==> src/design/gwt_pkg.sv <==
// Constants, field layouts and types for the gated width overflow timer
package gwt_pkg;

    // ------------------------------------------------------------------
    // Register bus geometry
    // ------------------------------------------------------------------
    localparam int ADDR_W = 8;
    localparam int DATA_W = 16;

    // ------------------------------------------------------------------
    // Register byte offsets
    // ------------------------------------------------------------------
    localparam logic [7:0] OFS_MODE_CONFIG = 8'h00;
    localparam logic [7:0] OFS_EDGE_CONFIG = 8'h04;
    localparam logic [7:0] OFS_DATA_REG = 8'h08;
    localparam logic [7:0] OFS_COUNTER = 8'h0c;
    localparam logic [7:0] OFS_TRIGGER = 8'h10;
    localparam logic [7:0] OFS_STATUS = 8'h14;

    // ------------------------------------------------------------------
    // Bit positions in the trigger and status registers
    // ------------------------------------------------------------------
    localparam int TRIG_START_BIT = 0;
    localparam int TRIG_STOP_BIT = 1;
    localparam int STAT_ENABLE_BIT = 0;
    localparam int STAT_OVERFLOW_BIT = 1;

    // ------------------------------------------------------------------
    // Reset values and writable masks
    // ------------------------------------------------------------------
    localparam logic [15:0] MODE_RESET = 16'h0000;
    localparam logic [15:0] EDGE_RESET = 16'h0000;
    localparam logic [15:0] DATA_RESET = 16'hffff;
    localparam logic [15:0] MODE_WMASK = 16'hdfdf;
    localparam logic [15:0] EDGE_WMASK = 16'h0003;
    localparam logic [15:0] ZERO_WORD = 16'h0000;

    // ------------------------------------------------------------------
    // Counter values
    // ------------------------------------------------------------------
    localparam logic [15:0] CNT_ALL_ONES = 16'hffff;
    localparam logic [15:0] CNT_ZERO = 16'h0000;
    localparam logic [15:0] CNT_STEP = 16'h0001;

    // ------------------------------------------------------------------
    // Mode and edge select codes
    // ------------------------------------------------------------------
    localparam logic [3:0] MODE_GATE_COUNT = 4'hc;
    localparam logic [3:0] MODE_CAPTURE_GATE = 4'hd;
    localparam logic [1:0] EDGE_FALLING = 2'h0;
    localparam logic [1:0] EDGE_RISING = 2'h1;
    localparam logic [1:0] EDGE_LOW_WIDTH = 2'h2;
    localparam logic [1:0] EDGE_HIGH_WIDTH = 2'h3;

    // ------------------------------------------------------------------
    // Field layout of the channel mode configuration register
    // ------------------------------------------------------------------
    typedef struct packed {
        logic [1:0] clock_select;
        logic rsv_13;
        logic count_clock_select;
        logic master_select;
        logic [2:0] trigger_source;
        logic [1:0] overflow_status_control;
        logic rsv_5;
        logic [3:0] mode_field;
        logic mode_low_bit;
    } gwt_mode_config_type;

    // Register bus request bundle
    typedef struct packed {
        logic [ADDR_W-1:0] addr;
        logic [DATA_W-1:0] wdata;
        logic wr;
        logic rd;
    } gwt_bus_req_type;

    // Channel operating states
    typedef enum logic [1:0] {
        ST_STOPPED,
        ST_ARMED,
        ST_COUNTING,
        ST_PAUSED
    } gwt_state_type;

endpackage : gwt_pkg

==> src/design/gwt_timer.sv <==
// One gated width overflow timer channel with its register port
`timescale 1ns/1ps
`default_nettype none

module gwt_timer
    import gwt_pkg::*;
(
    input wire logic clk,
    input wire logic rst,
    input wire gwt_bus_req_type bus_req,
    output logic [DATA_W-1:0] rdata,
    input wire logic prescaled_clock_a,
    input wire logic prescaled_clock_b,
    input wire logic prescaled_clock_c,
    input wire logic prescaled_clock_d,
    input wire logic timer_input,
    output logic channel_interrupt,
    output logic channel_enable_status
);

    // ------------------------------------------------------------------
    // Decoding helpers
    // ------------------------------------------------------------------

    // Start edge for the programmed edge selection
    function automatic logic is_start_edge(input logic [1:0] sel,
                                           input logic rise,
                                           input logic fall);
        logic hit;
        hit = 1'b0;
        unique case (sel)
            EDGE_FALLING: hit = fall;
            EDGE_RISING: hit = rise;
            EDGE_LOW_WIDTH: hit = fall;
            EDGE_HIGH_WIDTH: hit = rise;
        endcase
        return hit;
    endfunction : is_start_edge

    // Stop edge: the reverse edge, only in the two width codes
    // Codes 00 and 01 never stop the count once it has begun
    function automatic logic is_stop_edge(input logic [1:0] sel,
                                          input logic rise,
                                          input logic fall);
        logic hit;
        hit = 1'b0;
        unique case (sel)
            EDGE_FALLING: hit = 1'b0;
            EDGE_RISING: hit = 1'b0;
            EDGE_LOW_WIDTH: hit = rise;
            EDGE_HIGH_WIDTH: hit = fall;
        endcase
        return hit;
    endfunction : is_stop_edge

    // Address match for one register offset
    function automatic logic addr_hit(input logic [ADDR_W-1:0] addr,
                                      input logic [7:0] ofs);
        return addr == ofs;
    endfunction : addr_hit

    // ------------------------------------------------------------------
    // Storage
    // ------------------------------------------------------------------
    gwt_mode_config_type channel_mode_config;
    logic [15:0] channel_input_edge_config;
    logic [15:0] channel_data_reg;
    logic [15:0] channel_counter;
    logic overflow_flag;
    gwt_state_type state;
    logic input_sync1;
    logic input_sync2;
    logic input_prev;

    // ------------------------------------------------------------------
    // Register write decode
    // ------------------------------------------------------------------
    // Write strobes per register; unmapped offsets match nothing
    wire logic wr_mode = bus_req.wr && addr_hit(bus_req.addr, OFS_MODE_CONFIG);
    wire logic wr_edge = bus_req.wr && addr_hit(bus_req.addr, OFS_EDGE_CONFIG);
    wire logic wr_data = bus_req.wr && addr_hit(bus_req.addr, OFS_DATA_REG);
    wire logic wr_trig = bus_req.wr && addr_hit(bus_req.addr, OFS_TRIGGER);
    wire logic wr_stat = bus_req.wr && addr_hit(bus_req.addr, OFS_STATUS);

    // One-shot triggers exist only for the write cycle, never stored, so
    // a read of the trigger offset always returns zero
    wire logic start_trig =
        wr_trig && bus_req.wdata[TRIG_START_BIT];
    wire logic stop_trig =
        wr_trig && bus_req.wdata[TRIG_STOP_BIT];
    wire logic ovf_clear = wr_stat && bus_req.wdata[STAT_OVERFLOW_BIT];

    // ------------------------------------------------------------------
    // Count clock selection
    // ------------------------------------------------------------------

    // Operation clock from the four prescaled tick inputs
    // The ticks are one-cycle enables, not clocks, so all logic stays on clk
    wire logic [3:0] prescaled_ticks = {prescaled_clock_d, prescaled_clock_c,
                                        prescaled_clock_b, prescaled_clock_a};
    wire logic count_tick =
        prescaled_ticks[channel_mode_config.clock_select];

    // ------------------------------------------------------------------
    // Timer input edges
    // ------------------------------------------------------------------

    // Edges come from the second and third stages only
    wire logic input_rise = input_sync2 && !input_prev;
    wire logic input_fall = !input_sync2 && input_prev;
    wire logic [1:0] edge_sel = channel_input_edge_config[1:0];
    wire logic start_edge = is_start_edge(edge_sel, input_rise,
                                          input_fall);
    wire logic stop_edge = is_stop_edge(edge_sel, input_rise,
                                        input_fall);

    // ------------------------------------------------------------------
    // Mode decode
    // ------------------------------------------------------------------
    // Any mode code other than capture behaves as gate count
    wire logic capture_mode =
        channel_mode_config.mode_field == MODE_CAPTURE_GATE;
    wire logic counter_at_zero = channel_counter == CNT_ZERO;
    wire logic counter_at_ones = channel_counter == CNT_ALL_ONES;

    // A tick that meets a stop edge or a stop trigger is not counted,
    // so no wrap may be flagged for it either: the counter keeps its value
    wire logic tick_blocked = stop_trig || stop_edge;

    // Wrap events while the gate is open and a count tick arrives
    wire logic counting_tick = (state == ST_COUNTING) && count_tick
                               && !tick_blocked;
    wire logic gate_wrap = counting_tick && !capture_mode
                           && counter_at_zero;
    wire logic capture_ovf = counting_tick && capture_mode && counter_at_ones;
    wire logic capture_stop = (state == ST_COUNTING) && capture_mode
                              && stop_edge;

    // ------------------------------------------------------------------
    // Next state and counter
    // ------------------------------------------------------------------
    gwt_state_type next_state;
    logic [15:0] next_counter;

    // Channel sequencing: stop wins over start in the same write
    always_comb begin
        next_state = state;
        next_counter = channel_counter;
        if (stop_trig) begin
            next_state = ST_STOPPED;
        end else begin
            unique case (state)
                ST_STOPPED: begin
                    // Edges cannot act here, only the start trigger
                    if (start_trig) begin
                        next_state = ST_ARMED;
                    end
                end
                ST_ARMED: begin
                    // Fresh load on the first start edge after arming
                    if (start_edge) begin
                        next_state = ST_COUNTING;
                        if (capture_mode) begin
                            next_counter = CNT_ZERO;
                        end else begin
                            next_counter = channel_data_reg;
                        end
                    end
                end
                ST_COUNTING: begin
                    // Stop edge first: a tick in the same cycle is dropped
                    if (stop_edge) begin
                        next_state = ST_PAUSED;
                    end else if (count_tick) begin
                        if (capture_mode) begin
                            next_counter = channel_counter + CNT_STEP;
                        end else if (counter_at_zero) begin
                            next_counter = channel_data_reg;
                        end else begin
                            next_counter =
                                channel_counter - CNT_STEP;
                        end
                    end
                end
                ST_PAUSED: begin
                    // Resume from the kept value, no reload
                    if (start_edge) begin
                        next_state = ST_COUNTING;
                    end
                end
            endcase
        end
    end

    // ------------------------------------------------------------------
    // Channel state registers
    // ------------------------------------------------------------------

    // State, counter and enable status; start while running is ignored
    // The enable status follows the next state so it tracks stop and start
    always_ff @(posedge clk) begin
        if (rst) begin
            state <= ST_STOPPED;
            channel_counter <= CNT_ZERO;
            channel_enable_status <= 1'b0;
        end else begin
            state <= next_state;
            channel_counter <= next_counter;
            channel_enable_status <= next_state != ST_STOPPED;
        end
    end

    // Timer input synchroniser and edge history; the first stage may go
    // metastable, so only the second and history stages are read, and the history stage
    // resets low so an input held low gives no false edge after reset
    always_ff @(posedge clk) begin
        if (rst) begin
            input_sync1 <= 1'b0;
            input_sync2 <= 1'b0;
            input_prev <= 1'b0;
        end else begin
            input_sync1 <= timer_input;
            input_sync2 <= input_sync1;
            input_prev <= input_sync2;
        end
    end

    // ------------------------------------------------------------------
    // Interrupt and status flags
    // ------------------------------------------------------------------

    // Interrupt pulse: one cycle per gate count wrap or per capture
    always_ff @(posedge clk) begin
        if (rst) begin
            channel_interrupt <= 1'b0;
        end else begin
            channel_interrupt <= gate_wrap || capture_stop;
        end
    end

    // Overflow flag of capture mode; a new overflow beats the clear
    // The flag only ever sets in capture mode; gate mode never touches it
    always_ff @(posedge clk) begin
        if (rst) begin
            overflow_flag <= 1'b0;
        end else if (capture_ovf) begin
            overflow_flag <= 1'b1;
        end else if (ovf_clear) begin
            overflow_flag <= 1'b0;
        end
    end

    // ------------------------------------------------------------------
    // Configuration registers
    // ------------------------------------------------------------------

    // Mode and edge configuration with reserved bits held at zero
    always_ff @(posedge clk) begin
        if (rst) begin
            channel_mode_config <= MODE_RESET;
            channel_input_edge_config <= EDGE_RESET;
        end else begin
            if (wr_mode) begin
                channel_mode_config <= bus_req.wdata & MODE_WMASK;
            end
            if (wr_edge) begin
                channel_input_edge_config <= bus_req.wdata & EDGE_WMASK;
            end
        end
    end

    // Data register; capture mode stores the measured width on a stop edge
    // A capture beats a software write that falls in the same cycle
    always_ff @(posedge clk) begin
        if (rst) begin
            channel_data_reg <= DATA_RESET;
        end else if (capture_stop) begin
            channel_data_reg <= channel_counter;
        end else if (wr_data) begin
            channel_data_reg <= bus_req.wdata;
        end
    end

    // ------------------------------------------------------------------
    // Read path
    // ------------------------------------------------------------------

    // Status word and read selection; reading never touches the count
    wire logic [15:0] status_word = {14'h0000, overflow_flag,
                                     channel_enable_status};
    logic [15:0] read_mux;
    always_comb begin
        read_mux = ZERO_WORD;
        if (addr_hit(bus_req.addr, OFS_MODE_CONFIG)) begin
            read_mux = channel_mode_config;
        end else if (addr_hit(bus_req.addr, OFS_EDGE_CONFIG)) begin
            read_mux = channel_input_edge_config;
        end else if (addr_hit(bus_req.addr, OFS_DATA_REG)) begin
            read_mux = channel_data_reg;
        end else if (addr_hit(bus_req.addr, OFS_COUNTER)) begin
            read_mux = channel_counter;
        end else if (addr_hit(bus_req.addr, OFS_STATUS)) begin
            read_mux = status_word;
        end
    end

    // Read data stand only in the cycle after the strobe
    // and fall back to zero so a stale word is never taken twice
    always_ff @(posedge clk) begin
        if (rst) begin
            rdata <= ZERO_WORD;
        end else if (bus_req.rd) begin
            rdata <= read_mux;
        end else begin
            rdata <= ZERO_WORD;
        end
    end

endmodule : gwt_timer

`default_nettype wire

==> config.mk <==
export PLATFORM = sky130hd
export DESIGN_NAME = gwt_timer
export DESIGN_NICKNAME = d
export VERILOG_FILES = /design/src/design/gwt_pkg.sv /design/src/design/gwt_timer.sv
export SDC_FILE = /design/constraint.sdc
export NUM_CORES = 1
export LEC_CHECK = 0
export ABC_AREA = 0
export ABC_CLOCK_PERIOD_IN_PS = 6400
export CAP_MARGIN = 20
export CORE_MARGIN = 2
export CORE_UTILIZATION = 45
export CTS_CLUSTER_SIZE = 10
export DETAILED_ROUTE_END_ITERATION = 12
export DONT_BUFFER_PORTS = 1
export PLACE_DENSITY = 0.7
export REMOVE_ABC_BUFFERS = 1
export SLEW_MARGIN = 20
export SYNTH_ARGS = -nofsm -noshare
export SYNTH_HDL_FRONTEND = slang
export SYNTH_SLANG_ARGS = --single-unit
==> constraint.sdc <==
create_clock -name clk -period 6.4 [get_ports clk]
set_input_delay 1.28 -clock clk [delete_from_list [all_inputs] [get_ports clk]]
set_output_delay 1.28 -clock clk [all_outputs]
set_load 0.03 [all_outputs]
# Word level (Yosys, flattened, before mapping)
# Cells that the tools add are included.
# word_totals
register_bits	72
word_cells	104
# classes
addsub	2
n_lt_le_gt_ge	1
n_eq_ne	16
muxes	25
bitwise_logic	2
n_reduce_logical	39
# ops
cell	n
2-to-1 mux 16 bit	12
case mux 16 bit (2 select lines)	1
logical AND 1 bit	18
adder 16 x 1 -> 16 bit, second input constant	1
equality test 16 bit, second input constant	1
equality test 8 x 4 -> 1 bit, second input constant	2
equality test 8 x 5 -> 1 bit, second input constant	2
zero test 16 bit	1
subtractor 16 x 1 -> 16 bit, second input constant	1
2-to-1 mux 2 bit	5
OR reduction 2 bit	5
equality test 2 bit, second input constant	4
equality test 8 x 3 -> 1 bit, second input constant	1
zero test 8 bit	1
nonzero test 2 bit	4
inequality test 2 bit, second input constant	3
case mux 2 bit (3 select lines)	1
AND reduction 5 bit	1
equality test 2 x 1 -> 1 bit, second input constant	2
equality test 4 bit, second input constant	1
zero test 1 bit	4
zero test 2 bit	2
OR reduction 4 bit	1
< comparator 2 x 3 -> 1 bit, second input constant	1
other kinds (6)	10

# Longest topological paths before layout
# Gate-level depths: netlist of run 1.
# logic_depth
word_depth	9
ltp_mapped	9
ltp_nobuf	7

# Worst setup path before layout of run 1
# OpenSTA, ideal clock, no wires.
# synth_timing
path_kind	input to register
from	in bus_req[20] (netlist bit)
to	reg channel_data_reg[10]
setup_time_ps	123
arrival_time_ps	3005
setup_slack_ps	3272
path_stages	7
path_cell_list	clkbuf_1 nor4_1 nand4_2 buf_2 mux2i_1 a21oi_1 or2_2
# synth_between
elab_chain_len	3
# synth_rtl
item	line_no	rtl
start: declaration	gwt_timer.sv:10	input wire gwt_bus_req_type bus_req,
equality test 8 x 4 -> 1 bit	gwt_timer.sv:59	return addr == ofs;
logical AND 1 bit	gwt_timer.sv:81	wire logic wr_data = bus_req.wr && addr_hit(bus_req.addr, OFS_DATA_REG);
nonzero test 2 bit (no line)	n/a	
end signal: assignment	gwt_timer.sv:278	channel_data_reg <= channel_counter;
end signal: assignment	gwt_timer.sv:280	channel_data_reg <= bus_req.wdata;
end: declaration	gwt_timer.sv:67	logic [15:0] channel_data_reg;
# Every way passes these cells.
# A chain may end at the register's enable or synchronous reset.

# Worst setup path in the final report of run 1
# layout_timing
from	in bus_req[20] (netlist bit)
to	reg channel_data_reg[13]
# Same word-level chain as after synthesis.

==> results of run 1 <==
==> power by group <==
part,internal (mW),switching [mW]
Sequential,0.449,0.00143
Combinational,0.00713,0.0104
Clock,0.172,0.181
==> critical path, stage by stage <==
cell and delay, ns:
nor4_1 0.61, nand4_2 0.72, mux2i_1 0.36, a21oi_1 0.09
or2_2 0.29
==> per-stage QoR <==
step | setup slack [ns] | power [mW]
3_3_place_gp | 3.02 | 0.478
6_report | 3.30 | 0.821
5_1_grt | 3.09 | 0.840
2_1_floorplan | 3.41 | 0.474
4_1_cts | 3.31 | 0.821
3_5_place_dp | 2.95 | 0.478
==> cells by family after synthesis <==
logic type | count (synthesis) | share of synthesized area
flops | 72 | 0.339
simple gates | 224 | 0.285
buf+inv | 58 | 0.0576
xor+xnor | 9 | 0.0185
compound gates | 125 | 0.204
fa+ha+maj | 7 | 0.0206
mux | 31 | 0.0761
==> worst max path at each step <==
stage	startpoint	endpoint	slack, ns
3_5_place_dp	bus_req[20]	channel_data_reg[13]	2.95
3_3_place_gp	bus_req[20]	channel_data_reg[8]	3.02
4_1_cts	bus_req[20]	channel_data_reg[13]	3.31
5_1_grt	bus_req[20]	channel_data_reg[5]	3.09
2_1_floorplan	bus_req[20]	channel_data_reg[10]	3.41
6_report	bus_req[20]	channel_data_reg[13]	3.30
==> synth_stat cells (6+ instances only) <==
cell type	instances
a21oi_1	26
a22oi_1	15
a31o_2	6
and3_1	8
clkbuf_1	37
dfxtp_1	72
ha_1	7
inv_1	12
mux2i_1	29
nand2_1	44
nand3_1	21
nand4_1	8
nor2_1	52
nor2b_1	6
nor3_1	13
nor3b_1	6
nor4_1	14
o211ai_1	8
o21ai_0	26
o32ai_1	7
or2_2	12
or3_1	7
or4_1	6
xnor2_1	7
==> final cells by class <==
| type | instances | area [um^2] | area share |
|---|---|---|---|
| Tap cell | 111 | 139 | 0.0313 |
| Multi-Input combinational cell | 396 | 2580 | 0.581 |
| Inverter | 13 | 48.8 | 0.0110 |
| Clock buffer | 12 | 165 | 0.0372 |
| Timing Repair Buffer | 5 | 37.5 | 0.00846 |
| Sequential cell | 72 | 1440 | 0.325 |
| Clock inverter | 4 | 27.5 | 0.00621 |
==> metal layers <==
| metal | vias to the layer above | wire [um] | GRT usage |
|---|---|---|---|
| li1 | 1883 | - | - |
| met1 | 1900 | 5370 | 0.316 |
| met2 | 150 | 5380 | 0.381 |
| met3 | 27 | 740 | 0.0511 |
| met4 | 0 | 334 | 0.0904 |
| met5 | - | 0 | 0 |
==> results.py, run 1 <==
metrics = {
    "synthesis": {
        "ys_top_cells_by_area": "dfxtp_1 (34%), mux2i_1 (6.8%), nor2_1 (4.6%), nand2_1 (3.9%), clkbuf_1 (3.3%)",
        "avgSynthCellArea_um2": 8.09,
        "yosysWarnings": 0,
        "synth_area_um2": 4260,
        "synth-edff-count": 0,
        "synth_ff_type": "dfxtp_1",
        "synthArstFlopShare": 0,
        "synth_cells": 526,
        "synth_cell_type_count": 65,
        "ys_seq_area_frac": 0.339,
        "synth-seq-cells": 72,
        "synth_top_area_cell": "dfxtp_1",
        "yosys.area.top_type_share": 0.339,
    },
    "clock_tree": {
        "cts.htree.levels": 3,
        "clockBufferDepth": 2,
        "cts_setup_buffers": 0,
        "post_cts_resized": 0,
        "cts-buffers-inserted": 9,
        "cts_hold_buf": 0,
        "cts-root-buf": "clkbuf_8",
        "clk_latency_ns": 0.36,
        "clkTransAtPathRegs_ns": 0.08,
        "cts_tree": "done",
        "clock-sinks": 72,
    },
    "floorplanning": {
        "core_area_um2": 9200,
        "row_count": 35,
        "dieArea_um2": 10300,
        "die_w_um": 101,
        "die_h_um": 101,
        "io-pin-count": 51,
        "start_util": 0.463,
    },
    "setup_path": {
        "arrival_ns": 3.35,
        "reg2reg_slack_ns": 3.54,
        "crit_fanout": 16,
        "crit_type": "input pin to register",
        "required_ns": 6.64,
        "endpoint_kind": "register",
        "start_kind": "input pin",
        "reg2reg_depth": 8,
        "r2r_end": "channel_data_reg[4]",
        "r2r_start": "state[0]",
    },
    "detailed_routing": {
        "via_per_inst": 6.46,
        "wl_per_cell_um": 19.3,
        "ant_nets": 0,
        "drt-initial-drc-count": 305,
        "finalWirelength_mm": 11.8,
        "remaining_drc_errors": 0,
        "via_count": 3960,
        "drt_pass1_iterations": 5,
    },
    "place": {
        "dp_cells": 597,
        "hpwl_mm": 7.75,
        "gp_congestion": 0.925,
        "placedInstanceArea_um2": 4240,
        "port_buffers": 0,
    },
    "global_routing": {
        "grt_pass1_vias": 3702,
        "grt_pass1_wl_mm": 19.1,
        "grtUsageTotal": 0.238,
        "grt_max_degree": 51,
        "grt_overflow": 0,
        "antenna_found_initial": 0,
    },
    "layout": {
        "finalNetCount": 537,
        "final_util": 0.482,
        "area_delta_synth_final_pct": 4.17,
        "final_common_cell": "dfxtp_1",
        "layout.cells.non_filler": 613,
        "layout_common_cells": "dfxtp_1 (72), nor2_1 (52), nand2_1 (44)",
        "drive_gt1_frac": 0.104,
        "insertedDiodeCount": 0,
        "design_area_um2": 4440,
        "num-fill-cells": 921,
    },
    "run_status": {
        "status": "completed",
    },
    "pwr": {
        "vdd_drop_max_uv": 84.3,
        "p_per_area_nw_per_um2": 185,
        "p_leak_nw": 1.76,
    },
    "timing": {
        "timing.final.crit_share": 0.485,
        "whs_ns": 0.451,
        "fmaxAchievable_mhz": 322,
        "worst_slew_pin_slew_ns": 1.09,
        "fin_worst_skew_ns": 0.0107,
        "setup_viol": 0,
        "setup_tns_ns": 0,
        "drv_slew": 0,
        "period_minus_slack_ns": 3.10,
        "rsz0062_at_grt": "false",
        "relSlewSlack": 0.273,
        "hold_viol_final": 0,
    },
    "worst_hold_path": {
        "hold_path_depth": 1,
        "hold_path_end": "input_sync2",
        "hp-class": "register to register",
        "min_from": "input_sync1",
    },
    "flow_run": {
        "max_cap_viol_count": 0,
    },
}
Power figures use the tool's default switching activity.
==> run 2, diff against run 1 <==
ABC_CLOCK_PERIOD_IN_PS = 2850   (was 6400)
PLACE_DENSITY = 0.72   (was 0.7)
clock period = 2.85 ns   (was 6.4 ns; I/O delays follow)
==> run 2 against run 1 <==
First-iteration DRC count increased by 13%. Critical endpoint is now channel_counter[14]. Combinational power grew 140%. Clock power grew 110%. Clock skew is 0.0030 ns lower. Global-route usage increased by 2.0 points. Die area did not move.
==> results.py, run 2 (synthesis results as in run 1) <==
metrics = {
    "detailed_routing": {
        "drt-initial-drc-count": 344,
        "via_per_inst": 6.51,
        "wl_per_cell_um": 20.5,
        "finalWirelength_mm": 13.0,
        "remaining_drc_errors": 0,
        "via_count": 4129,
        "drt_pass1_iterations": 5,
        "ant_nets": 0,
    },
    "floorplanning": {
        "start_util": 0.463,
        "io-pin-count": 51,
        "row_count": 35,
        "core_area_um2": 9200,
        "die_h_um": 101,
        "dieArea_um2": 10300,
        "die_w_um": 101,
    },
    "timing": {
        "hold_viol_final": 0,
        "rsz0062_at_grt": "false",
        "setup_viol": 0,
        "worst_slew_pin_slew_ns": 0.634,
        "timing.final.crit_share": 0.895,
        "drv_slew": 0,
        "fmaxAchievable_mhz": 392,
        "relSlewSlack": 0.574,
        "setup_slack_ns": 0.300,
        "fin_worst_skew_ns": 0.00776,
        "setup_tns_ns": 0,
        "period_minus_slack_ns": 2.55,
        "whs_ns": 0.276,
    },
    "global_routing": {
        "grt_max_degree": 51,
        "met3_usage": 0.0442,
        "grt_util_met1": 0.343,
        "antenna_found_initial": 0,
        "busiest_layer": "met2",
        "grtUsageTotal": 0.258,
        "grt_pass1_wl_mm": 20.6,
        "met2_usage": 0.413,
        "grt_overflow": 0,
        "grt_pass1_vias": 3912,
    },
    "setup_path": {
        "arrival_ns": 2.80,
        "reg2reg_depth": 7,
        "endpoint_kind": "register",
        "required_ns": 3.10,
        "crit_type": "register to register",
        "start_kind": "register",
        "crit_fanout": 10,
    },
    "layout": {
        "final_util": 0.498,
        "num-fill-cells": 900,
        "final_common_cell": "dfxtp_1",
        "design_area_um2": 4580,
        "drive_gt1_frac": 0.136,
        "layout.cells.non_filler": 634,
        "finalNetCount": 559,
        "multiInputGateArea_um2": 2570,
        "area_delta_synth_final_pct": 7.46,
        "insertedDiodeCount": 0,
        "regArea_um2": 1440,
        "layout_common_cells": "dfxtp_1 (72), nor2_1 (52), nand2_1 (44)",
    },
    "flow_run": {
        "max_cap_viol_count": 0,
    },
    "clock_tree": {
        "cts-root-buf": "clkbuf_8",
        "cts_setup_buffers": 0,
        "cts-buffers-inserted": 9,
        "clockBufferDepth": 2,
        "clock-sinks": 72,
        "clk_latency_ns": 0.35,
        "clkTransAtPathRegs_ns": 0.08,
        "cts_tree": "done",
        "post_cts_resized": 0,
        "cts_hold_buf": 0,
        "cts.htree.levels": 3,
    },
    "place": {
        "gp_congestion": 0.971,
        "placedInstanceArea_um2": 4400,
        "post-place-ws_ns": 0.398,
        "hpwl_mm": 8.77,
        "dp_cells": 619,
        "port_buffers": 0,
    },
    "worst_hold_path": {
        "hp-class": "input pin to register",
        "hold_path_depth": 1,
    },
    "pwr": {
        "total_power_mw": 1.80,
        "p_per_area_nw_per_um2": 394,
        "vdd_drop_max_uv": 159,
        "p_leak_nw": 1.86,
    },
    "run_status": {
        "status": "completed",
    },
}
-- run 2: cell types whose count changed in the layout (fill, tap and decap cells not counted), sizes merged --
cell,previous run,this run
clkinv,2,3
clkinvlp,3,1
buf,5,27
-- run 2: routing by layer --
layer  share of wire  wire, um
met2            0.46      6050
met3           0.077      1000
met4           0.025       322
met1            0.43      5650
met5               0         0
-- run 2: final timing paths --
check	startpoint	slack [ns]	end
worst max-delay path	channel_counter[0]	0.30	channel_counter[14]
worst min register to register	input_sync1	0.45	input_sync2
worst max register to register	channel_counter[0]	0.30	channel_counter[14]
worst min-delay path	rst	0.28	input_sync1
-- run 2: power by group --
part	switching (mW)	internal, mW	leakage, nW
combinational	0.0249	0.0176	1.19
clock	0.393	0.357	0.0882
sequential	0.00293	1.01	0.581
-- run 2: critical path, stage by stage, from the launching register on --
cell	delay (ns)
dfxtp_1	0.41
inv_1	0.16
ha_1	0.22
or3b_2	0.52
nor4_1	0.55
a211o_1	0.17
o2111ai_1	0.11
a311oi_1	0.30
-- run 2: cell type report --
cell class	instances	area share
Timing Repair Buffer	27	0.0443
Sequential cell	72	0.315
Clock buffer	12	0.0339
Multi-Input combinational cell	396	0.562
Inverter	13	0.0107
Clock inverter	3	0.00383
Tap cell	111	0.0304
==> run 3, diff against run 2 <==
--- a/config.mk
+++ b/config.mk
@@ -11,5 +11,5 @@
 export CORE_MARGIN = 2
 export CORE_UTILIZATION = 45
-export CTS_CLUSTER_SIZE = 10
+export CTS_CLUSTER_SIZE = 20
 export DETAILED_ROUTE_END_ITERATION = 12
 export DONT_BUFFER_PORTS = 1
==> constraint.sdc (replaced) <==
create_clock -name clk -period 2.85 [get_ports clk]
set_input_delay 0.285 -clock clk [delete_from_list [all_inputs] [get_ports clk]]
set_output_delay 0.285 -clock clk [all_outputs]
set_load 0.03 [all_outputs]
==> run 3 against run 2 <==
Maximum frequency shrank 3.3%. Die area stayed put. First-iteration DRC count rose by 20%. Combinational power up 27%. Via count increased by 0.78%. Non-clock buffer count increased by 3. Critical path type unchanged. Largest cell class unchanged.
==> results.py, run 3 (synthesis results as in run 1) <==
metrics = {
    "setup_path": {
        "endpoint_kind": "register",
        "required_ns": 3.12,
        "critPathMaxStageDelay_ns": 0.60,
        "cpMaxStageDelayCell": "o41a_1",
        "worstPathCellList": "inv_1 > ha_1 > or3b_2 > o41a_1 > a211o_1 > a311oi_1",
        "crit_type": "register to register",
        "r2r_end": "channel_counter[11]",
        "reg2reg_slack_ns": 0.21,
        "reg2reg_depth": 6,
        "crit_fanout": 10,
        "start_kind": "register",
        "r2r_start": "channel_counter[0]",
        "arrival_ns": 2.91,
    },
    "timing": {
        "period_minus_slack_ns": 2.64,
        "setup_viol": 0,
        "relSlewSlack": 0.498,
        "timing.final.crit_share": 0.925,
        "setup_tns_ns": 0,
        "fmaxAchievable_mhz": 379,
        "worst_slew_pin_slew_ns": 0.753,
        "fin_worst_skew_ns": 0.0126,
        "hold_viol_final": 0,
        "rsz0062_at_grt": "false",
        "drv_slew": 0,
    },
    "layout": {
        "drive_gt1_frac": 0.142,
        "final_util": 0.505,
        "final_common_cell": "dfxtp_1",
        "area_delta_synth_final_pct": 9.11,
        "insertedDiodeCount": 0,
        "layout.cells.non_filler": 638,
        "layout_common_cells": "dfxtp_1 (72), nor2_1 (52), nand2_1 (44)",
        "finalNetCount": 562,
    },
    "detailed_routing": {
        "finalWirelength_mm": 13.3,
        "drt-initial-drc-count": 413,
        "drt_pass1_iterations": 5,
        "remaining_drc_errors": 0,
        "via_count": 4161,
        "via_per_inst": 6.52,
        "wl_per_cell_um": 20.9,
        "ant_nets": 0,
    },
    "worst_hold_path": {
        "min_from": "rst",
        "hp-class": "input pin to register",
        "hold_path_end": "channel_data_reg[11]",
        "hold_path_depth": 1,
    },
    "pwr": {
        "p_per_area_nw_per_um2": 416,
        "vdd_drop_max_uv": 217,
        "p_leak_nw": 1.89,
        "total_power_mw": 1.93,
    },
    "clock_tree": {
        "post_cts_resized": 0,
        "cts_hold_buf": 1,
        "cts_setup_buffers": 0,
        "cts.htree.levels": 3,
        "clockBufferDepth": 2,
        "clk_latency_ns": 0.36,
        "cts-root-buf": "clkbuf_8",
        "clkTransAtPathRegs_ns": 0.09,
        "cts-buffers-inserted": 9,
        "clock-sinks": 72,
        "cts_tree": "done",
    },
    "global_routing": {
        "grt_max_degree": 34,
        "antenna_found_initial": 0,
        "grt_overflow": 0,
        "grtUsageTotal": 0.268,
        "grt_pass1_wl_mm": 21.4,
        "grt_pass1_vias": 3942,
    },
    "floorplanning": {
        "die_h_um": 101,
        "start_util": 0.463,
        "die_w_um": 101,
        "core_area_um2": 9200,
        "io-pin-count": 51,
        "dieArea_um2": 10300,
        "row_count": 35,
    },
    "place": {
        "hpwl_mm": 8.65,
        "gp_congestion": 0.966,
        "dp_cells": 620,
        "port_buffers": 0,
    },
    "flow_run": {
        "max_cap_viol_count": 0,
    },
    "run_status": {
        "status": "completed",
    },
}
run 3: stage by stage:
stage | worst slack (ns) | area [um^2] | hold WS [ns]
4_1_cts | 0.268 | 4640 | 0.00115
3_3_place_gp | 0.385 | 4410 | 0.361
6_report | 0.214 | 4650 | 0.0337
5_1_grt | 0.123 | 4650 | 0.0107
3_5_place_dp | 0.297 | 4410 | 0.363
2_1_floorplan | 0.513 | 4060 | 0.354
run 3: worst max-delay path, delay by kind of cell (launching register included):
family,cells,cell delay (ns)
AOI/OAI and AO/OA,3,1.21
adders and majority gates,1,0.23
buffers and inverters,1,0.16
DFF,1,0.41
and+or+nand+nor,1,0.53
run 3: where the power goes:
| group | switching, mW | total [mW] | internal, mW | leakage (nW) |
|---|---|---|---|---|
| registers | 0.00287 | 1.01 | 1.01 | 0.581 |
| clock network | 0.438 | 0.870 | 0.431 | 0.0989 |
| logic | 0.0334 | 0.0539 | 0.0205 | 1.21 |
| total | 0.475 | 1.93 | 1.46 | 1.89 |
run 3: worst max-delay path by stage:
stage,from,endpoint,slack (ns),depth (start not counted)
floorplan,channel_mode_config[2],channel_data_reg[10],0.51,5
global placement,channel_counter[0],channel_counter[11],0.39,6
detailed placement,channel_counter[0],channel_counter[11],0.30,6
CTS,channel_counter[0],channel_counter[11],0.27,6
global route,channel_counter[0],channel_counter[11],0.12,6
finish,channel_counter[0],channel_counter[11],0.21,6
run 3: cell type report:
cell class | count | area, um^2
Multi-Input combinational cell | 396 | 2570
Clock buffer | 10 | 138
Clock inverter | 6 | 67.6
Fill cell | 887 | 4550
Timing Repair Buffer | 30 | 240
Tap cell | 111 | 139
Sequential cell | 72 | 1440
Inverter | 13 | 48.8
run 3: routing by layer:
metal  GRT usage  wire length (um)  up-vias
met5           0                 0        -
met4      0.0759               201        0
met3      0.0531               848       22
met2       0.424              6140      166
met1       0.374              6140     2038
li1            -                 -     1935
